## config.mk

```make
export PLATFORM = sky130hd
export DESIGN_NAME = fpu_status_word
export DESIGN_NICKNAME = d
export VERILOG_FILES = /design/src/hw/fpu_status_pkg.sv /design/src/hw/fpu_status_word.sv /design/src/hw/fpu_cond_code_unit.sv
export VERILOG_INCLUDE_DIRS = /design/src /design/src/hw
export SDC_FILE = /design/constraint.sdc
export NUM_CORES = 1
export LEC_CHECK = 0
export ABC_AREA = 1
export BUFFER_PORTS_ARGS = -buffer_cell sky130_fd_sc_hd__buf_2
export CAP_MARGIN = 10
export CORE_AREA = 2 2 65 67
export CTS_CLUSTER_SIZE = 10
export DETAILED_ROUTE_END_ITERATION = 6
export DIE_AREA = 0 0 67 69
export PLACE_DENSITY = 0.89
export SLEW_MARGIN = 15
export SYNTH_ARGS = -nofsm -noshare
export SYNTH_HDL_FRONTEND = slang
export SYNTH_HIERARCHICAL = 1
export SYNTH_SLANG_ARGS = --single-unit
```

## constraint.sdc

```tcl
create_clock -name clk -period 3 [get_ports clk]
set_input_delay 0.3 -clock clk [delete_from_list [all_inputs] [get_ports clk]]
set_output_delay 0.3 -clock clk [all_outputs]
set_load 0.05 [all_outputs]
```

## src/hw/fpu_status_params.svh

```systemverilog
// bit positions, reset value and field widths of the status word
`ifndef FPU_STATUS_PARAMS_SVH
`define FPU_STATUS_PARAMS_SVH

`define FSW_WIDTH       16
`define FSW_RESET       16'h0000
`define EXC_COUNT       6
`define TOP_WIDTH       3

`define BIT_INVALID     0
`define BIT_DENORMAL    1
`define BIT_DIVZERO     2
`define BIT_OVERFLOW    3
`define BIT_UNDERFLOW   4
`define BIT_INEXACT     5
`define BIT_STACKFAULT  6
`define BIT_ERRSUM      7
`define BIT_CC0         8
`define BIT_CC1         9
`define BIT_CC2         10
`define TOP_LSB         11
`define TOP_MSB         13
`define BIT_CC3         14
`define BIT_BUSY        15

`endif

```

## src/hw/fpu_status_pkg.sv

```systemverilog
// types shared by the status word logic
`include "fpu_status_params.svh"

package fpu_status_pkg;

  // class of the instruction that completes
  typedef enum logic [3:0] {
    CLS_COMPARE,
    CLS_COMPARE_FLAGS,
    CLS_ARITH,
    CLS_TRIG,
    CLS_LOAD_MISC,
    CLS_EXAMINE,
    CLS_REMAINDER,
    CLS_CLEAR_EXC,
    CLS_INIT,
    CLS_RESTORE,
    CLS_STORE_STATUS,
    CLS_NO_CC
  } instr_class_t;

  typedef enum logic [1:0] {
    CMP_GREATER,
    CMP_LESS,
    CMP_EQUAL,
    CMP_UNORDERED
  } cmp_result_t;

  typedef enum logic [1:0] {
    STK_NONE,
    STK_PUSH,
    STK_POP
  } stack_adjust_t;

  typedef struct packed {
    logic [`FSW_WIDTH-1:0] statusWord;
    logic                  handlerReq;
    logic [`FSW_WIDTH-1:0] storeData;
    logic                  storeToAcc;
    logic                  storeToMem;
  } fsw_state_t;

endpackage

```

## src/hw/fpu_status_word.sv

```systemverilog
// status word register bank of the stack floating-point unit
//
// Behaviour
// a 16-bit status word holds top, condition codes, summary, fault, flags
// top-of-stack pointer sits in bits 11 to 13, unsigned 0 to 7
// store-status copies the whole word to memory or the accumulator
// with invalid and stack fault set, code one is 1 overflow, 0 underflow
// with inexact set, code one is 1 when last rounding went up
// examine loads code one with sign, other codes with operand class
// remainder sets code two if incomplete, else quotient bits into 0,3,1
// trigonometric ops set code two when source is out of range
// bits 0 to 5 hold six exception flags set on detection
// error summary bit 7 is set when any unmasked flag is set
// masked exceptions still set their flag but not the summary
// summary becoming set raises the exception handler request
// exception flags stick until clear, init, save or restore; there is no save class, so only clear, init and restore drop them
// bit 15 busy always mirrors the error summary
// compare and test write result into codes 0, 2, 3; one cleared; the code sets one to 1 on a stack overflow fault
// flag-setting compares leave codes 0,2,3; code one shows fault only
// arithmetic class leaves 0,2,3; code one is round-up or fault
// trig code one is round-up or fault, undefined when out of range
// load, abs, negate and similar clear code one unless stack fault
// load-environment and restore load all codes from the image
// control, no-op and store instructions leave codes undefined
// consumers must not rely on undefined condition codes
// initialize and save-state clear all four condition codes; there is no save-state class, so only init clears them
// compare codes 3,2,0: greater 000, less 001, equal 100, unordered 111
// push decrements top, pop increments, 0 minus one wraps to 7
// bit 6 is a sticky stack fault flag set on stack over/underflow
// control word bits 0 to 5 mask the matching exceptions
`timescale 1ns/1ns
`include "fpu_status_params.svh"

module fpu_status_word
  import fpu_status_pkg::*;
(
  input  wire logic                  clk,
  input  wire logic                  reset,
  input  wire logic                  complete,
  input  wire instr_class_t          instrClass,
  input  wire stack_adjust_t         stackAdjust,
  input  wire logic [`EXC_COUNT-1:0] excDetect,
  input  wire logic                  stackFault,
  input  wire logic                  stackOverflow,
  input  wire logic                  roundedUp,
  input  wire cmp_result_t           compareResult,
  input  wire logic                  operandSign,
  input  wire logic [2:0]            operandClass,
  input  wire logic                  remIncomplete,
  input  wire logic [2:0]            quotientLow,
  input  wire logic                  trigOutOfRange,
  input  wire logic                  storeToAccumulator,
  input  wire logic [`FSW_WIDTH-1:0] restoreWord,
  input  wire logic [`EXC_COUNT-1:0] controlMask,
  output logic      [`FSW_WIDTH-1:0] float_unit_status_word,
  output logic                       handlerReq,
  output logic      [`FSW_WIDTH-1:0] storeData,
  output logic                       storeToAcc,
  output logic                       storeToMem
);

  // ==========================================================
  // state
  fsw_state_t state_r;
  fsw_state_t state_nxt;

  logic [3:0]            ccOld;
  logic [3:0]            ccNew;
  logic [3:0]            restoreCc;
  logic [`EXC_COUNT-1:0] flagsNow;

  assign ccOld     = {state_r.statusWord[`BIT_CC3], state_r.statusWord[`BIT_CC2],
                      state_r.statusWord[`BIT_CC1], state_r.statusWord[`BIT_CC0]};
  assign restoreCc = {restoreWord[`BIT_CC3], restoreWord[`BIT_CC2],
                      restoreWord[`BIT_CC1], restoreWord[`BIT_CC0]};
  assign flagsNow  = state_r.statusWord[`EXC_COUNT-1:0];

  // ==========================================================
  // condition codes
  fpu_cond_code_unit ccUnit (
    .instrClass     (instrClass),
    .stackFault     (stackFault),
    .stackOverflow  (stackOverflow),
    .inexactDetect  (excDetect[`BIT_INEXACT]),
    .roundedUp      (roundedUp),
    .compareResult  (compareResult),
    .operandSign    (operandSign),
    .operandClass   (operandClass),
    .remIncomplete  (remIncomplete),
    .quotientLow    (quotientLow),
    .trigOutOfRange (trigOutOfRange),
    .restoreCc      (restoreCc),
    .ccOld          (ccOld),
    .ccNew          (ccNew)
  );

  // ==========================================================
  // next state
  always_comb begin
    logic [`FSW_WIDTH-1:0] w;
    logic                  sumNew;
    w      = state_r.statusWord;
    sumNew = 1'b0;
    state_nxt            = state_r;
    state_nxt.storeToAcc = 1'b0;
    state_nxt.storeToMem = 1'b0;
    if (complete) begin
      // copy word out
      if (instrClass == CLS_STORE_STATUS) begin
        state_nxt.storeData  = state_r.statusWord;
        state_nxt.storeToAcc = storeToAccumulator;
        state_nxt.storeToMem = !storeToAccumulator;
      end
      // clearing instructions
      case (instrClass)
        CLS_CLEAR_EXC: w[`BIT_STACKFAULT:0] = 7'h00;
        CLS_INIT:      w = `FSW_RESET;
        CLS_RESTORE:   w = restoreWord;
        default:       w = state_r.statusWord;
      endcase
      // stack pointer wraps
      case (stackAdjust)
        STK_PUSH: w[`TOP_MSB:`TOP_LSB] = w[`TOP_MSB:`TOP_LSB] - 3'h1;
        STK_POP:  w[`TOP_MSB:`TOP_LSB] = w[`TOP_MSB:`TOP_LSB] + 3'h1;
        default:  w[`TOP_MSB:`TOP_LSB] = w[`TOP_MSB:`TOP_LSB];
      endcase
      // detection sets flags after any clear
      w[`EXC_COUNT-1:0] = w[`EXC_COUNT-1:0] | excDetect;
      // stack fault also flags invalid
      if (stackFault) begin
        w[`BIT_STACKFAULT] = 1'b1;
        w[`BIT_INVALID]    = 1'b1;
      end
      {w[`BIT_CC3], w[`BIT_CC2], w[`BIT_CC1], w[`BIT_CC0]} = ccNew;
    end
    // summary of unmasked flags
    sumNew          = |(w[`EXC_COUNT-1:0] & ~controlMask);
    w[`BIT_ERRSUM]  = sumNew;
    // busy mirrors summary
    w[`BIT_BUSY]    = sumNew;
    state_nxt.statusWord = w;
    // handler request on rising summary
    state_nxt.handlerReq = sumNew & ~state_r.statusWord[`BIT_ERRSUM];
  end

  always_ff @(posedge clk) begin
    if (reset) begin
      state_r.statusWord <= `FSW_RESET;
      state_r.handlerReq <= 1'b0;
      state_r.storeData  <= `FSW_RESET;
      state_r.storeToAcc <= 1'b0;
      state_r.storeToMem <= 1'b0;
    end else begin
      state_r <= state_nxt;
    end
  end

  // word straight from the register
  assign float_unit_status_word = state_r.statusWord;
  assign handlerReq             = state_r.handlerReq;
  assign storeData              = state_r.storeData;
  assign storeToAcc             = state_r.storeToAcc;
  assign storeToMem             = state_r.storeToMem;

  logic [2:0] topNow;
  logic       doneCls;
  logic       storeReq;
  assign topNow   = state_r.statusWord[`TOP_MSB:`TOP_LSB];
  assign doneCls  = complete && !stackFault;
  assign storeReq = complete && instrClass == CLS_STORE_STATUS;
endmodule

```

## src/hw/fpu_cond_code_unit.sv

```systemverilog
// next value of the four condition codes for a completing instruction
`timescale 1ns/1ns

module fpu_cond_code_unit
  import fpu_status_pkg::*;
(
  input  wire instr_class_t instrClass,
  input  wire logic         stackFault,
  input  wire logic         stackOverflow,
  input  wire logic         inexactDetect,
  input  wire logic         roundedUp,
  input  wire cmp_result_t  compareResult,
  input  wire logic         operandSign,
  input  wire logic [2:0]   operandClass,
  input  wire logic         remIncomplete,
  input  wire logic [2:0]   quotientLow,
  input  wire logic         trigOutOfRange,
  input  wire logic [3:0]   restoreCc,
  input  wire logic [3:0]   ccOld,
  output logic      [3:0]   ccNew
);

  // cond code one: fault direction, else round-up, else zero
  function automatic logic codeOneStatus(input logic fault, input logic ovf,
                                         input logic inexact, input logic up);
    codeOneStatus = fault ? ovf : (inexact & up);
  endfunction

  // ccNew order is {three, two, one, zero}
  always_comb begin
    ccNew = ccOld;
    case (instrClass)
      // compare encoding
      CLS_COMPARE: begin
        case (compareResult)
          CMP_GREATER: {ccNew[3], ccNew[2], ccNew[0]} = 3'b000;
          CMP_LESS:    {ccNew[3], ccNew[2], ccNew[0]} = 3'b001;
          CMP_EQUAL:   {ccNew[3], ccNew[2], ccNew[0]} = 3'b100;
          default:     {ccNew[3], ccNew[2], ccNew[0]} = 3'b111;
        endcase
        ccNew[1] = codeOneStatus(stackFault, stackOverflow, 1'b0, 1'b0);
      end
      // only fault status
      CLS_COMPARE_FLAGS: ccNew[1] = codeOneStatus(stackFault, stackOverflow, 1'b0, 1'b0);
      // round-up or fault
      CLS_ARITH: ccNew[1] = codeOneStatus(stackFault, stackOverflow, inexactDetect, roundedUp);
      // range flag
      CLS_TRIG: begin
        ccNew[2] = trigOutOfRange;
        if (!trigOutOfRange) begin
          ccNew[1] = codeOneStatus(stackFault, stackOverflow, inexactDetect, roundedUp);
        end
      end
      // clear unless fault
      CLS_LOAD_MISC: ccNew[1] = codeOneStatus(stackFault, stackOverflow, 1'b0, 1'b0);
      // sign and class
      CLS_EXAMINE: begin
        ccNew[1] = operandSign;
        {ccNew[3], ccNew[2], ccNew[0]} = operandClass;
      end
      // quotient bits
      CLS_REMAINDER: begin
        ccNew[2] = remIncomplete;
        if (!remIncomplete) begin
          ccNew[0] = quotientLow[2];
          ccNew[3] = quotientLow[1];
          ccNew[1] = stackFault ? stackOverflow : quotientLow[0];
        end
      end
      // init clears codes
      CLS_INIT: ccNew = 4'h0;
      // codes from image
      CLS_RESTORE: ccNew = restoreCc;
      // codes left as they were
      default: ccNew = ccOld;
    endcase
  end

endmodule

```

# After elaboration in Yosys (flattened, before gate mapping)
# Cells that the tools add are included.
# totals
regBits	34
in_bits	52
out_inout_bits	35
elab_cells	74
# op_classes
add_sub_neg	2
eq_ne	17
mux	20
bitwise_logic	8
reduce_logical	17
# op_table
operator	n
$pmux W7 S2	2
$eq A4 B3 Y1 const B	4
$mux W7	2
$eq A4 B4 Y1 const B	3
$pmux W1 S5	2
$eq A4 B2 Y1 const B	2
$mux W1	8
$pmux W1 S7	1
$reduce_bool A7 Y1	1
$and A6 B6 Y6	1
$mux W6	1
$not A6 Y6	1
$or A6 B6 Y6	1
$pmux W1 S6	1
$pmux W3 S2	1
$reduce_and A2 Y1	3
$reduce_bool A6 Y1	1
$reduce_or A2 Y1	3
$reduce_or A3 Y1	2
$reduce_or A6 Y1	1
$reduce_bool A5 Y1	1
$eq A2 B1 Y1 const B	2
$eq A2 B2 Y1 const B	2
$eq A4 B1 Y1 const B	1
13 further kinds	17

# Longest topological paths before layout
# Gate-level depths: netlist of the first run.
# depth
word_depth	10
ltp_mapped	14

# Hierarchy
# The synthesis of the first run kept the hierarchy.
# by_module_without_submodules
module	n_inst	cells_per_inst	area_each_um2	seq_area_each_um2
fpu_status_word	1	209	1500.2	660.6
fpu_cond_code_unit	1	84	377.9	0.0

# Least setup slack after synthesis of the first run
# OpenSTA, ideal clock, no wires.
# synth_timing
kind	reg-to-reg
from	register state_r, in the netlist float_unit_status_word[12]
to	register state_r, in the netlist float_unit_status_word[13]
t_arrival_ps	1696
path_slack_ps	1234
path_stages_with_launch	7
path_buffers	0
synth_period_minus_slack_ps	1766
cell_sequence	dfxtp_1 > a22o_1 > fa_1 > a21oi_1 > o21ai_0 > xor2_1 > a21oi_1
# synth_between
elab_chain_cells	4
elab_cells_between_ends	5
classes_between	add/sub (2); mux (3)
# synth_lines
element	line	rtl
start, declared	fpu_status_word.sv:64	fsw_state_t state_r;
start signal, assigned	fpu_status_word.sv:154	state_r <= state_nxt;
$pmux W7 S2 *	fpu_status_word.sv:115	case (instrClass)
$mux W7 *	fpu_status_word.sv:107	if (complete) begin
$add A3 B1 Y3 or $sub A3 B1 Y3 (tied branches)	fpu_status_word.sv:124, fpu_status_word.sv:123	
$pmux W3 S2 *	fpu_status_word.sv:122	case (stackAdjust)
# Every way passes the cells marked *; elsewhere a longest branch is shown, timed or not. The select of a mux whose other input is x is not followed.
# A chain may end at the register's enable or synchronous reset.

# Worst setup path after layout of the first run
# layout_timing
from	input port instrClass[1]
to	register state_r, in the netlist float_unit_status_word[13]
# layout_between
elab_chain_cells	5
elab_cells_between_ends	7
classes_between	add/sub (2); eq/ne (2); mux (3)
# layout_lines
element	line	rtl
start, declared	fpu_status_word.sv:40	input wire instr_class_t instrClass,
$eq A4 B4 Y1	fpu_status_word.sv:115	
$pmux W7 S2 *	fpu_status_word.sv:115	
$mux W7 *	fpu_status_word.sv:107	
$add A3 B1 Y3 or $sub A3 B1 Y3 (tied branches)	fpu_status_word.sv:124, fpu_status_word.sv:123	
$pmux W3 S2 *	fpu_status_word.sv:122	
# Marked as above.

==> flow_results.xml, run 1 <==
<?xml version="1.0" encoding="UTF-8"?>
<metrics>
  <group name="layout">
    <metric name="fin_nets" unit="">429</metric>
    <metric name="final_layout_size_suffix_gt1_share" unit="%">31.20</metric>
    <metric name="final_common_cell" unit="">buf_2</metric>
    <metric name="number_of_standard_cells_in_the_final_layout_excluding_fillers" unit="">425</metric>
    <metric name="syn2layout_area_growth" unit="%">27.38</metric>
    <metric name="final.fill_count" unit="">381</metric>
    <metric name="n_antenna_cell" unit="">0</metric>
    <metric name="mostFrequentLayoutCells" unit="">buf_2 (84), nand2_1 (77), nor2_1 (52)</metric>
  </group>
  <group name="power_and_ir_drop">
    <metric name="combinational_cell_fraction_of_total_power" unit="%">25.5</metric>
    <metric name="p_int" unit="mW">0.7269</metric>
    <metric name="power_frac_clock" unit="%">30.3</metric>
    <metric name="ir_drop" unit="mV">0.3044</metric>
    <metric name="fin_total_pwr" unit="mW">1.081</metric>
    <metric name="sequential_share_of_power" unit="%">44.2</metric>
    <metric name="p_sw" unit="mW">0.3546</metric>
    <metric name="powerDensity" unit="nW/µm²">452.0</metric>
    <metric name="power.static_leakage" unit="nW">1.405</metric>
    <metric name="switching_share" unit="%">32.79</metric>
  </group>
  <group name="die">
    <metric name="pin_count" unit="">87</metric>
    <metric name="die_w" unit="µm">67</metric>
    <metric name="fp.dieH" unit="µm">69</metric>
    <metric name="core_region_area" unit="µm²">3914</metric>
    <metric name="floorplan.initialDensity" unit="%">47.99</metric>
    <metric name="floorplan.die_area" unit="µm²">4623</metric>
    <metric name="placement_rows" unit="">23</metric>
  </group>
  <group name="timing">
    <metric name="rsz_0062_raised_after_global_routing" unit="">false</metric>
    <metric name="setup_total_negative_slack" unit="ns">0</metric>
    <metric name="setup_viol_count_final" unit="">0</metric>
    <metric name="period_minus_slack" unit="ns">1.817</metric>
    <metric name="maxSlewHeadroom" unit="%">61.80</metric>
    <metric name="setup_skew" unit="ns">0.005038</metric>
    <metric name="worst_hold_slack" unit="ns">0.2000</metric>
    <metric name="total_count_of_max_transition_violations_in_the_final_report" unit="">0</metric>
    <metric name="hold_violation_total_from_the_final_report" unit="">0</metric>
    <metric name="worst-slew-pin-transition" unit="ns">0.5723</metric>
    <metric name="portion_of_the_clock_cycle_consumed_by_the_worst_path_in_the_final_layout" unit="%">60.58</metric>
    <metric name="max_clock_freq" unit="MHz">550.2</metric>
  </group>
  <group name="worst_setup_path">
    <metric name="critical_path.reg2reg.endpoint" unit="">float_unit_status_word[13]$_SDFFE_PP0P_</metric>
    <metric name="timing.critical_path.to_type" unit="">flip-flop</metric>
    <metric name="reg2regPathDepth" unit="">6</metric>
    <metric name="critPathLaunchType" unit="">primary input</metric>
    <metric name="worst_r2r_startpoint" unit="">float_unit_status_word[12]$_SDFFE_PP0P_</metric>
    <metric name="crit_path_frequent_cell" unit="">a21oi_1</metric>
    <metric name="cp_cell_sequence" unit="">buf_2 &gt; inv_1 &gt; nand3_2 &gt; a22o_1 &gt; fa_1 &gt; a21oi_1 &gt; o21ai_0 &gt; xor2_1 &gt; a21oi_1</metric>
    <metric name="critical_path_class" unit="">in -&gt; reg</metric>
    <metric name="crit_path_max_fanout" unit="">11</metric>
    <metric name="critical-path-slowest-cell" unit="">fa_1</metric>
    <metric name="crit_path_arrival_time" unit="ns">2.02</metric>
    <metric name="cp_data_required_time" unit="ns">3.21</metric>
    <metric name="crit_path_max_incr_delay" unit="ns">0.44</metric>
    <metric name="worst-r2r-setup-slack" unit="ns">1.36</metric>
  </group>
  <group name="yosys">
    <metric name="synth.ff_latch_count" unit="">33</metric>
    <metric name="summed_instance_area_of_the_synthesized_netlist" unit="µm²">1878</metric>
    <metric name="postSynthCellCount" unit="">293</metric>
    <metric name="seq_area_frac_synth" unit="%">35.18</metric>
    <metric name="mappedNetlistNets" unit="">347</metric>
    <metric name="syn-mean-instance-area" unit="µm²">6.410</metric>
    <metric name="post_synth_num_cell_types" unit="">28</metric>
    <metric name="synthesis.yosys.warnings" unit="">6</metric>
  </group>
  <group name="clock_network">
    <metric name="clkSinkCount" unit="">33</metric>
    <metric name="clock_tree.buffer_depth" unit="">2</metric>
    <metric name="cts_tree" unit="">built</metric>
    <metric name="clk_root_buffer_cell" unit="">clkbuf_8</metric>
    <metric name="worst_skew_pair.late_latency" unit="ns">0.27</metric>
    <metric name="tritoncts.num_buffers" unit="">5</metric>
    <metric name="path_clk_slew" unit="ns">0.06</metric>
    <metric name="cts_setup_buffers" unit="">0</metric>
    <metric name="cts_hold_repair.buffers" unit="">0</metric>
    <metric name="htree_num_levels" unit="">2</metric>
    <metric name="post_cts.resized_instances" unit="">0</metric>
  </group>
  <group name="run_status">
    <metric name="status" unit="">completed</metric>
  </group>
  <group name="min_path">
    <metric name="hold_path_class" unit="">in -&gt; reg</metric>
    <metric name="min_delay_path_depth" unit="">2</metric>
    <metric name="timing.hold.worst.start" unit="">storeToAccumulator</metric>
    <metric name="holdPathEnd" unit="">storeToMem$_SDFF_PP0_</metric>
  </group>
  <group name="detailed_routing">
    <metric name="detailedRoute.firstIterationViolations" unit="">135</metric>
    <metric name="met2_wire_len" unit="µm">2283</metric>
    <metric name="routed.top_layer" unit="">met3</metric>
    <metric name="wl_final" unit="µm">4618</metric>
    <metric name="vias_per_cell" unit="">4.751</metric>
    <metric name="wl_met3" unit="µm">291</metric>
    <metric name="drt_pre_antenna_iters" unit="">4</metric>
    <metric name="number_of_vias_in_the_routed_layout" unit="">2019</metric>
    <metric name="detail_route.wl_per_cell" unit="µm">10.87</metric>
    <metric name="route.layer.met1.wl" unit="µm">2043</metric>
    <metric name="postRouteAntennaNets" unit="">0</metric>
    <metric name="post-route-drc-count" unit="">0</metric>
  </group>
  <group name="place">
    <metric name="gp_routability_congestion" unit="">0.9003</metric>
    <metric name="placement.io_buffers" unit="">84</metric>
    <metric name="dp_cells" unit="">418</metric>
    <metric name="dp_hpwl" unit="µm">3674</metric>
  </group>
  <group name="grt">
    <metric name="initial_antenna_violation_count" unit="">0</metric>
    <metric name="number_of_global_route_vias_before_repair" unit="">1809</metric>
    <metric name="grt_start_max_net_pins" unit="">24</metric>
    <metric name="globalRouteOverflowTotal" unit="">0</metric>
    <metric name="global_route_wire_length_before_repair" unit="µm">7645</metric>
    <metric name="gr-usage-all-layers" unit="%">20.81</metric>
  </group>
  <group name="flow_run">
    <metric name="max_cap_violations" unit="">0</metric>
  </group>
</metrics>
==> Yosys cell counts <==
cell type	count	area share [%]
inv_2	10	2.0
buf_1	1	0.20
inv_1	29	5.8
xor2_1	2	0.93
nand3_2	1	0.53
nor3_2	1	0.53
o21ai_0	15	4.0
nor2_2	3	1.0
fa_1	1	1.1
nor2_4	5	3.0
nand2_1	77	15
dfxtp_1	33	35
buf_2	2	0.53
a31oi_1	1	0.33
a22o_1	2	0.93
buf_6	1	0.60
ha_1	1	0.67
clkbuf_1	2	0.40
nor4_4	1	1.1
buf_4	4	1.6
nand3_1	14	3.7
nand4_1	3	1.0
o21ai_1	9	2.4
a21oi_1	16	4.3
nor2_1	52	10
and3_1	1	0.33
o21a_1	1	0.40
nand2_2	5	1.7
==> registers in the layout (all words and copies together) (netlist names) <==
signal                  cells
float_unit_status_word     15
handlerReq                  1
storeData                  15
storeToAcc                  1
storeToMem                  1
==> stage by stage <==
| step | cell area (µm²) | util (%) | setup WS, ns |
|---|---|---|---|
| 6_report | 2392 | 61.13 | 1.183 |
| 5_1_grt | 2392 | 61.13 | 1.085 |
| 4_1_cts | 2392 | 61.13 | 1.189 |
| 3_5_place_dp | 2306 | 58.92 | 0.8994 |
| 3_3_place_gp | 2306 | 58.92 | 0.9539 |
| 2_1_floorplan | 1878 | - | 1.234 |
==> routing by layer <==
layer,vias to the layer above,global-route usage (%)
li1,1075,-
met1,882,26.73
met2,62,35.20
met3,0,5.873
met4,0,2.494
met5,-,0
==> area by class of cell <==
type	count	area, µm²	share of cell area [%]
tap	50	62.56	2.615
inverter	39	146.4	6.119
multi-input combinational	211	1008	42.16
clock buffer	7	86.33	3.609
sequential	33	660.6	27.62
timing repair buffer	85	427.9	17.89
==> worst max-delay path, delay by kind of cell <==
family	cells	cell delay (ns)
adder cells (fa/ha/maj)	1	0.44
AND/OR/NAND/NOR	1	0.13
buffers and inverters	2	0.32
AO/OA/AOI/OAI	4	0.65
XOR/XNOR	1	0.17
==> kinds of logic (layout without fill, tap and decap cells) <==
kind of cell    after synthesis  in the layout  share of synthesized area, %
fa+ha+maj                     2              2                         1.732
buf+inv                      49            131                         11.13
compound gates               44             44                         12.33
flops                        33             33                         35.18
xor+xnor                      2              2                        0.9329
simple gates                163            163                         38.71
==> power groups by stage <==
stage / Combinational, mW / Sequential, mW / Clock (mW)
after CTS: 0.277 / 0.478 / 0.333
final: 0.276 / 0.478 / 0.328
after global placement: 0.270 / 0.488 / 0
after floorplan: 0.121 / 0.562 / 0
after global routing: 0.304 / 0.481 / 0.359
after detailed placement: 0.276 / 0.488 / 0
==> how the worst max path moves through the flow <==
stage / from / to / cells past startpoint
after floorplan: float_unit_status_word[12]$_SDFFE_PP0P_ / float_unit_status_word[13]$_SDFFE_PP0P_ / 6
after global placement: instrClass[1] / float_unit_status_word[13]$_SDFFE_PP0P_ / 9
after detailed placement: instrClass[1] / float_unit_status_word[13]$_SDFFE_PP0P_ / 9
after CTS: instrClass[1] / float_unit_status_word[13]$_SDFFE_PP0P_ / 9
after global routing: instrClass[1] / float_unit_status_word[13]$_SDFFE_PP0P_ / 9
final: instrClass[1] / float_unit_status_word[13]$_SDFFE_PP0P_ / 9
Power figures use the tool's default switching activity.
==> run 2: changes to the inputs <==
--- a/config.mk
+++ b/config.mk
@@ -9,11 +9,11 @@
 export ABC_AREA = 1
 export BUFFER_PORTS_ARGS = -buffer_cell sky130_fd_sc_hd__buf_2
 export CAP_MARGIN = 10
-export CORE_AREA = 2 2 65 67
+export CORE_AREA = 2 2 70 72
 export CTS_CLUSTER_SIZE = 10
 export DETAILED_ROUTE_END_ITERATION = 6
-export DIE_AREA = 0 0 67 69
-export PLACE_DENSITY = 0.89
+export DIE_AREA = 0 0 72 74
+export PLACE_DENSITY = 0.82
 export SLEW_MARGIN = 15
 export SYNTH_ARGS = -nofsm -noshare
 export SYNTH_HDL_FRONTEND = slang
==> constraint.sdc (replaced) <==
create_clock -name clk -period 1.48 [get_ports clk]
set_input_delay 0.148 -clock clk [delete_from_list [all_inputs] [get_ports clk]]
set_output_delay 0.148 -clock clk [all_outputs]
set_load 0.05 [all_outputs]
==> flow_results.xml, run 2 (synthesized netlist as in run 1, its figures left out) <==
<?xml version="1.0" encoding="UTF-8"?>
<metrics>
  <group name="worst_setup_path">
    <metric name="reg2regPathDepth" unit="">6</metric>
    <metric name="critical_path_class" unit="">reg -&gt; reg</metric>
    <metric name="worst-r2r-setup-slack" unit="ns">-0.01</metric>
    <metric name="critical_path.reg2reg.endpoint" unit="">float_unit_status_word[13]$_SDFFE_PP0P_</metric>
    <metric name="crit_path_arrival_time" unit="ns">1.69</metric>
    <metric name="cp_data_required_time" unit="ns">1.68</metric>
    <metric name="critPathLaunchType" unit="">flip-flop</metric>
    <metric name="worst_r2r_startpoint" unit="">float_unit_status_word[12]$_SDFFE_PP0P_</metric>
    <metric name="timing.critical_path.to_type" unit="">flip-flop</metric>
    <metric name="crit_path_max_fanout" unit="">2</metric>
  </group>
  <group name="place">
    <metric name="placement.io_buffers" unit="">84</metric>
    <metric name="dpl_cell_area" unit="µm²">2460</metric>
    <metric name="dp_hpwl" unit="µm">3986</metric>
    <metric name="gp_routability_congestion" unit="">0.8716</metric>
    <metric name="dp_cells" unit="">440</metric>
  </group>
  <group name="die">
    <metric name="floorplan.die_area" unit="µm²">5328</metric>
    <metric name="core_region_area" unit="µm²">4598</metric>
    <metric name="placement_rows" unit="">25</metric>
    <metric name="fp.dieH" unit="µm">74</metric>
    <metric name="floorplan.initialDensity" unit="%">40.84</metric>
    <metric name="pin_count" unit="">87</metric>
    <metric name="die_w" unit="µm">72</metric>
  </group>
  <group name="grt">
    <metric name="number_of_global_route_vias_before_repair" unit="">1912</metric>
    <metric name="grt_start_max_net_pins" unit="">24</metric>
    <metric name="globalRouteOverflowTotal" unit="">0</metric>
    <metric name="global_route_wire_length_before_repair" unit="µm">8238</metric>
    <metric name="gr-usage-all-layers" unit="%">19.86</metric>
    <metric name="initial_antenna_violation_count" unit="">0</metric>
  </group>
  <group name="power_and_ir_drop">
    <metric name="powerDensity" unit="nW/µm²">887.2</metric>
    <metric name="fin_total_pwr" unit="mW">2.269</metric>
    <metric name="power.static_leakage" unit="nW">1.501</metric>
    <metric name="ir_drop" unit="mV">0.6325</metric>
  </group>
  <group name="clock_network">
    <metric name="clkSinkCount" unit="">33</metric>
    <metric name="path_clk_slew" unit="ns">0.06</metric>
    <metric name="htree_num_levels" unit="">2</metric>
    <metric name="worst_skew_pair.late_latency" unit="ns">0.28</metric>
    <metric name="post_cts.resized_instances" unit="">0</metric>
    <metric name="clk_root_buffer_cell" unit="">clkbuf_8</metric>
    <metric name="tritoncts.num_buffers" unit="">5</metric>
    <metric name="cts_tree" unit="">built</metric>
    <metric name="clock_tree.buffer_depth" unit="">2</metric>
    <metric name="cts_hold_repair.buffers" unit="">0</metric>
  </group>
  <group name="layout">
    <metric name="utilization" unit="%">55.62</metric>
    <metric name="post-route-cell-area" unit="µm²">2557</metric>
    <metric name="mostFrequentLayoutCells" unit="">buf_2 (84), nand2_1 (77), nor2_1 (52)</metric>
    <metric name="n_antenna_cell" unit="">0</metric>
    <metric name="final_common_cell" unit="">buf_2</metric>
    <metric name="final_layout_size_suffix_gt1_share" unit="%">35.44</metric>
    <metric name="fin_nets" unit="">448</metric>
    <metric name="syn2layout_area_growth" unit="%">36.18</metric>
    <metric name="number_of_standard_cells_in_the_final_layout_excluding_fillers" unit="">449</metric>
  </group>
  <group name="timing">
    <metric name="worst-slew-pin-transition" unit="ns">0.6243</metric>
    <metric name="period_minus_slack" unit="ns">1.492</metric>
    <metric name="portion_of_the_clock_cycle_consumed_by_the_worst_path_in_the_final_layout" unit="%">100.8</metric>
    <metric name="setup_viol_count_final" unit="">1</metric>
    <metric name="hold_violation_total_from_the_final_report" unit="">0</metric>
    <metric name="total_count_of_max_transition_violations_in_the_final_report" unit="">0</metric>
    <metric name="maxSlewHeadroom" unit="%">58.34</metric>
    <metric name="setup_skew" unit="ns">0.007665</metric>
    <metric name="max_clock_freq" unit="MHz">670.2</metric>
    <metric name="timing.final.ws_setup" unit="ns">-0.01212</metric>
    <metric name="rsz_0062_raised_after_global_routing" unit="">true</metric>
  </group>
  <group name="detailed_routing">
    <metric name="wl_final" unit="µm">5089</metric>
    <metric name="wl_met3" unit="µm">406</metric>
    <metric name="postRouteAntennaNets" unit="">0</metric>
    <metric name="vias_per_cell" unit="">4.757</metric>
    <metric name="route.layer.met1.wl" unit="µm">2260</metric>
    <metric name="post-route-drc-count" unit="">0</metric>
    <metric name="number_of_vias_in_the_routed_layout" unit="">2136</metric>
    <metric name="routed.top_layer" unit="">met4</metric>
    <metric name="met2_wire_len" unit="µm">2386</metric>
    <metric name="detail_route.wl_per_cell" unit="µm">11.33</metric>
    <metric name="detailedRoute.firstIterationViolations" unit="">76</metric>
    <metric name="drt_pre_antenna_iters" unit="">4</metric>
  </group>
  <group name="min_path">
    <metric name="timing.hold.worst.start" unit="">storeToAccumulator</metric>
    <metric name="min_delay_path_depth" unit="">2</metric>
    <metric name="hold_path_class" unit="">in -&gt; reg</metric>
    <metric name="holdPathEnd" unit="">storeToMem$_SDFF_PP0_</metric>
  </group>
  <group name="run_status">
    <metric name="status" unit="">finished, violations left</metric>
    <metric name="failed_checks" unit="">setup timing</metric>
  </group>
  <group name="flow_run">
    <metric name="max_cap_violations" unit="">0</metric>
  </group>
</metrics>
-- run 2: power breakdown --
part           leakage (nW)  total (mW)  internal, mW  switching [mW]
registers             0.272       0.969         0.934          0.0345
logic                  1.18       0.611         0.209           0.402
clock network        0.0455       0.689         0.379           0.310
total                  1.50        2.27          1.52           0.747
-- run 2: per-layer routing --
layer	vias to the layer above	GRT usage, %
met5	-	0
met4	0	4.403
met3	7	5.556
met2	73	34.67
met1	946	24.58
li1	1110	-
-- run 2: worst max-delay path by stage --
stage,slack (ns),start,endpoint,cells past startpoint
floorplan,-0.04,float_unit_status_word[12]$_SDFFE_PP0P_,float_unit_status_word[13]$_SDFFE_PP0P_,6
global placement,-0.12,instrClass[2],float_unit_status_word[13]$_SDFFE_PP0P_,9
detailed placement,-0.19,instrClass[2],float_unit_status_word[13]$_SDFFE_PP0P_,9
CTS,-0.02,float_unit_status_word[12]$_SDFFE_PP0P_,float_unit_status_word[13]$_SDFFE_PP0P_,6
global route,-0.10,float_unit_status_word[12]$_SDFFE_PP0P_,float_unit_status_word[13]$_SDFFE_PP0P_,6
finish,-0.01,float_unit_status_word[12]$_SDFFE_PP0P_,float_unit_status_word[13]$_SDFFE_PP0P_,6
-- run 2: stage by stage --
step | TNS [ns] | hold slack [ns] | setup WS, ns
finish | -0.01212 | 0.04474 | -0.01212
global route | -0.1003 | 0.04729 | -0.1003
CTS | -0.02462 | 0.03850 | -0.02462
detailed placement | -0.3340 | 0.3321 | -0.1867
global placement | -0.1776 | 0.3269 | -0.1160
floorplan | -0.03889 | 0.2177 | -0.03889
-- run 2: final cells by class --
class	instances	area [µm²]
flip-flops and latches	33	668.1
clock buffers	8	90.09
fillers	463	2041
multi-input cells	211	1015
well taps	54	67.56
inverters	39	146.4
repair buffers	104	570.5
-- run 2: timing repair --
| action | in CTS | in global routing |
|---|---|---|
| pin swaps | 3 | 1 |
| buffers inserted | 1 | 0 |
| setup endpoints to repair | 1 | 1 |
| hold endpoints to repair | 0 | 0 |
-- run 2: worst max-delay path, cell delays in order (launching register included) --
cell	delay, ns
dfxtp_4	0.34
a22o_1	0.23
fa_2	0.35
a21oi_1	0.12
o21ai_1	0.09
xor2_1	0.14
a21oi_1	0.15
==> run 3: changes to the inputs <==
--- a/config.mk
+++ b/config.mk
@@ -14,6 +14,7 @@
 export DETAILED_ROUTE_END_ITERATION = 6
 export DIE_AREA = 0 0 72 74
 export PLACE_DENSITY = 0.82
+export SKIP_CTS_REPAIR_TIMING = 1
 export SLEW_MARGIN = 15
 export SYNTH_ARGS = -nofsm -noshare
 export SYNTH_HDL_FRONTEND = slang
==> flow_results.xml, run 3 (synthesized netlist as in run 1, its figures left out) <==
<?xml version="1.0" encoding="UTF-8"?>
<metrics>
  <group name="place">
    <metric name="pre_cts_slack" unit="ns">-0.1867</metric>
    <metric name="placement.io_buffers" unit="">84</metric>
    <metric name="gp_routability_congestion" unit="">0.8716</metric>
    <metric name="dp_cells" unit="">440</metric>
    <metric name="dp_hpwl" unit="µm">3986</metric>
  </group>
  <group name="run_status">
    <metric name="status" unit="">finished, violations left</metric>
    <metric name="failed_checks" unit="">setup timing</metric>
  </group>
  <group name="worst_setup_path">
    <metric name="cp_cell_sequence" unit="">a22o_4 &gt; fa_2 &gt; a21oi_2 &gt; o21ai_1 &gt; xor2_1 &gt; a21oi_1</metric>
    <metric name="reg2regPathDepth" unit="">6</metric>
    <metric name="cp_data_required_time" unit="ns">1.68</metric>
    <metric name="crit_path_max_fanout" unit="">2</metric>
    <metric name="timing.critical_path.to_type" unit="">flip-flop</metric>
    <metric name="crit_path_max_incr_delay" unit="ns">0.35</metric>
    <metric name="crit_path_arrival_time" unit="ns">1.76</metric>
    <metric name="worst_r2r_startpoint" unit="">float_unit_status_word[12]$_SDFFE_PP0P_</metric>
    <metric name="critical_path_class" unit="">reg -&gt; reg</metric>
    <metric name="critPathLaunchType" unit="">flip-flop</metric>
    <metric name="critical-path-slowest-cell" unit="">dfxtp_4</metric>
    <metric name="worst-r2r-setup-slack" unit="ns">-0.08</metric>
    <metric name="critical_path.reg2reg.endpoint" unit="">float_unit_status_word[13]$_SDFFE_PP0P_</metric>
  </group>
  <group name="timing">
    <metric name="worst-slew-pin-transition" unit="ns">0.6216</metric>
    <metric name="portion_of_the_clock_cycle_consumed_by_the_worst_path_in_the_final_layout" unit="%">105.2</metric>
    <metric name="timing.final.ws_setup" unit="ns">-0.07729</metric>
    <metric name="maxSlewHeadroom" unit="%">58.51</metric>
    <metric name="period_minus_slack" unit="ns">1.557</metric>
    <metric name="setup_total_negative_slack" unit="ns">-0.07729</metric>
    <metric name="hold_violation_total_from_the_final_report" unit="">0</metric>
    <metric name="max_clock_freq" unit="MHz">642.1</metric>
    <metric name="setup_viol_count_final" unit="">1</metric>
    <metric name="setup_skew" unit="ns">0.007659</metric>
    <metric name="total_count_of_max_transition_violations_in_the_final_report" unit="">0</metric>
    <metric name="rsz_0062_raised_after_global_routing" unit="">true</metric>
  </group>
  <group name="clock_network">
    <metric name="clkSinkCount" unit="">33</metric>
    <metric name="cts_tree" unit="">built</metric>
    <metric name="htree_num_levels" unit="">2</metric>
    <metric name="tritoncts.num_buffers" unit="">5</metric>
    <metric name="clock_tree.buffer_depth" unit="">2</metric>
    <metric name="worst_skew_pair.late_latency" unit="ns">0.28</metric>
    <metric name="path_clk_slew" unit="ns">0.06</metric>
    <metric name="clk_root_buffer_cell" unit="">clkbuf_8</metric>
  </group>
  <group name="layout">
    <metric name="final_layout_size_suffix_gt1_share" unit="%">35.79</metric>
    <metric name="final_common_cell" unit="">buf_2</metric>
    <metric name="mostFrequentLayoutCells" unit="">buf_2 (84), nand2_1 (77), nor2_1 (52)</metric>
    <metric name="syn2layout_area_growth" unit="%">36.44</metric>
    <metric name="n_antenna_cell" unit="">0</metric>
    <metric name="final.fill_count" unit="">458</metric>
    <metric name="fin_nets" unit="">447</metric>
    <metric name="utilization" unit="%">55.73</metric>
    <metric name="number_of_standard_cells_in_the_final_layout_excluding_fillers" unit="">448</metric>
  </group>
  <group name="detailed_routing">
    <metric name="wl_final" unit="µm">5093</metric>
    <metric name="vias_per_cell" unit="">4.790</metric>
    <metric name="detail_route.wl_per_cell" unit="µm">11.37</metric>
    <metric name="number_of_vias_in_the_routed_layout" unit="">2146</metric>
    <metric name="detailedRoute.firstIterationViolations" unit="">70</metric>
    <metric name="drt_pre_antenna_iters" unit="">4</metric>
    <metric name="postRouteAntennaNets" unit="">0</metric>
    <metric name="post-route-drc-count" unit="">0</metric>
  </group>
  <group name="grt">
    <metric name="grt_start_max_net_pins" unit="">24</metric>
    <metric name="initial_antenna_violation_count" unit="">0</metric>
    <metric name="gr-usage-all-layers" unit="%">19.66</metric>
    <metric name="number_of_global_route_vias_before_repair" unit="">1909</metric>
    <metric name="global_route_wire_length_before_repair" unit="µm">8183</metric>
    <metric name="globalRouteOverflowTotal" unit="">0</metric>
  </group>
  <group name="min_path">
    <metric name="min_delay_path_depth" unit="">2</metric>
    <metric name="holdPathEnd" unit="">storeToMem$_SDFF_PP0_</metric>
    <metric name="timing.hold.worst.start" unit="">storeToAccumulator</metric>
    <metric name="hold_path_class" unit="">in -&gt; reg</metric>
  </group>
  <group name="die">
    <metric name="placement_rows" unit="">25</metric>
    <metric name="pin_count" unit="">87</metric>
    <metric name="core_region_area" unit="µm²">4598</metric>
    <metric name="floorplan.die_area" unit="µm²">5328</metric>
    <metric name="fp.dieH" unit="µm">74</metric>
    <metric name="floorplan.initialDensity" unit="%">40.84</metric>
    <metric name="die_w" unit="µm">72</metric>
  </group>
  <group name="power_and_ir_drop">
    <metric name="ir_drop" unit="mV">0.6436</metric>
    <metric name="powerDensity" unit="nW/µm²">888.5</metric>
    <metric name="power.static_leakage" unit="nW">1.500</metric>
    <metric name="fin_total_pwr" unit="mW">2.277</metric>
  </group>
  <group name="flow_run">
    <metric name="max_cap_violations" unit="">0</metric>
  </group>
</metrics>
[run 3: how the worst max path moves through the flow]
stage | start | end | slack, ns | cells past startpoint
after global placement | instrClass[2] | float_unit_status_word[13]$_SDFFE_PP0P_ | -0.12 | 9
after detailed placement | instrClass[2] | float_unit_status_word[13]$_SDFFE_PP0P_ | -0.19 | 9
after floorplan | float_unit_status_word[12]$_SDFFE_PP0P_ | float_unit_status_word[13]$_SDFFE_PP0P_ | -0.04 | 6
final | float_unit_status_word[12]$_SDFFE_PP0P_ | float_unit_status_word[13]$_SDFFE_PP0P_ | -0.08 | 6
after global routing | float_unit_status_word[12]$_SDFFE_PP0P_ | float_unit_status_word[13]$_SDFFE_PP0P_ | -0.15 | 6
after CTS | float_unit_status_word[12]$_SDFFE_PP0P_ | float_unit_status_word[13]$_SDFFE_PP0P_ | -0.06 | 6
[run 3: report_power, final]
part	internal [mW]	total, mW	leakage [nW]	switching, mW
Clock	0.379	0.692	0.0455	0.313
Sequential	0.934	0.969	0.272	0.0349
Combinational	0.211	0.615	1.18	0.405
Total	1.52	2.28	1.50	0.753
[run 3: worst max-delay path, delay by kind of cell, from the launching register on]
family / cells / cell delay, ns
compound gates: 4 / 0.64
flops: 1 / 0.35
fa+ha+maj: 1 / 0.35
xor+xnor: 1 / 0.14
[run 3: layout make-up]
type	instances	area, µm²	share of cell area, %
clock buffer	8	90.09	3.516
sequential	33	668.1	26.07
timing repair buffer	103	563.0	21.97
multi-input combinational	211	1027	40.09
inverter	39	146.4	5.713
tap	54	67.56	2.637
[run 3: metrics by stage]
stage               hold slack [ns]  cell area (µm²)
floorplan                    0.2177             1892
global placement             0.3269             2460
detailed placement           0.3321             2460
CTS                         0.03850             2550
global route                0.04729             2562
finish                      0.04427             2562
[run 3: metal layers]
| metal | GRT usage (%) | vias up | part of all wire [%] |
|---|---|---|---|
| met4 | 4.403 | 0 | 0.71 |
| met2 | 34.36 | 68 | 48 |
| met3 | 5.556 | 7 | 7.4 |
| met1 | 24.25 | 962 | 44 |
| li1 | - | 1109 | - |
| met5 | 0 | - | 0 |
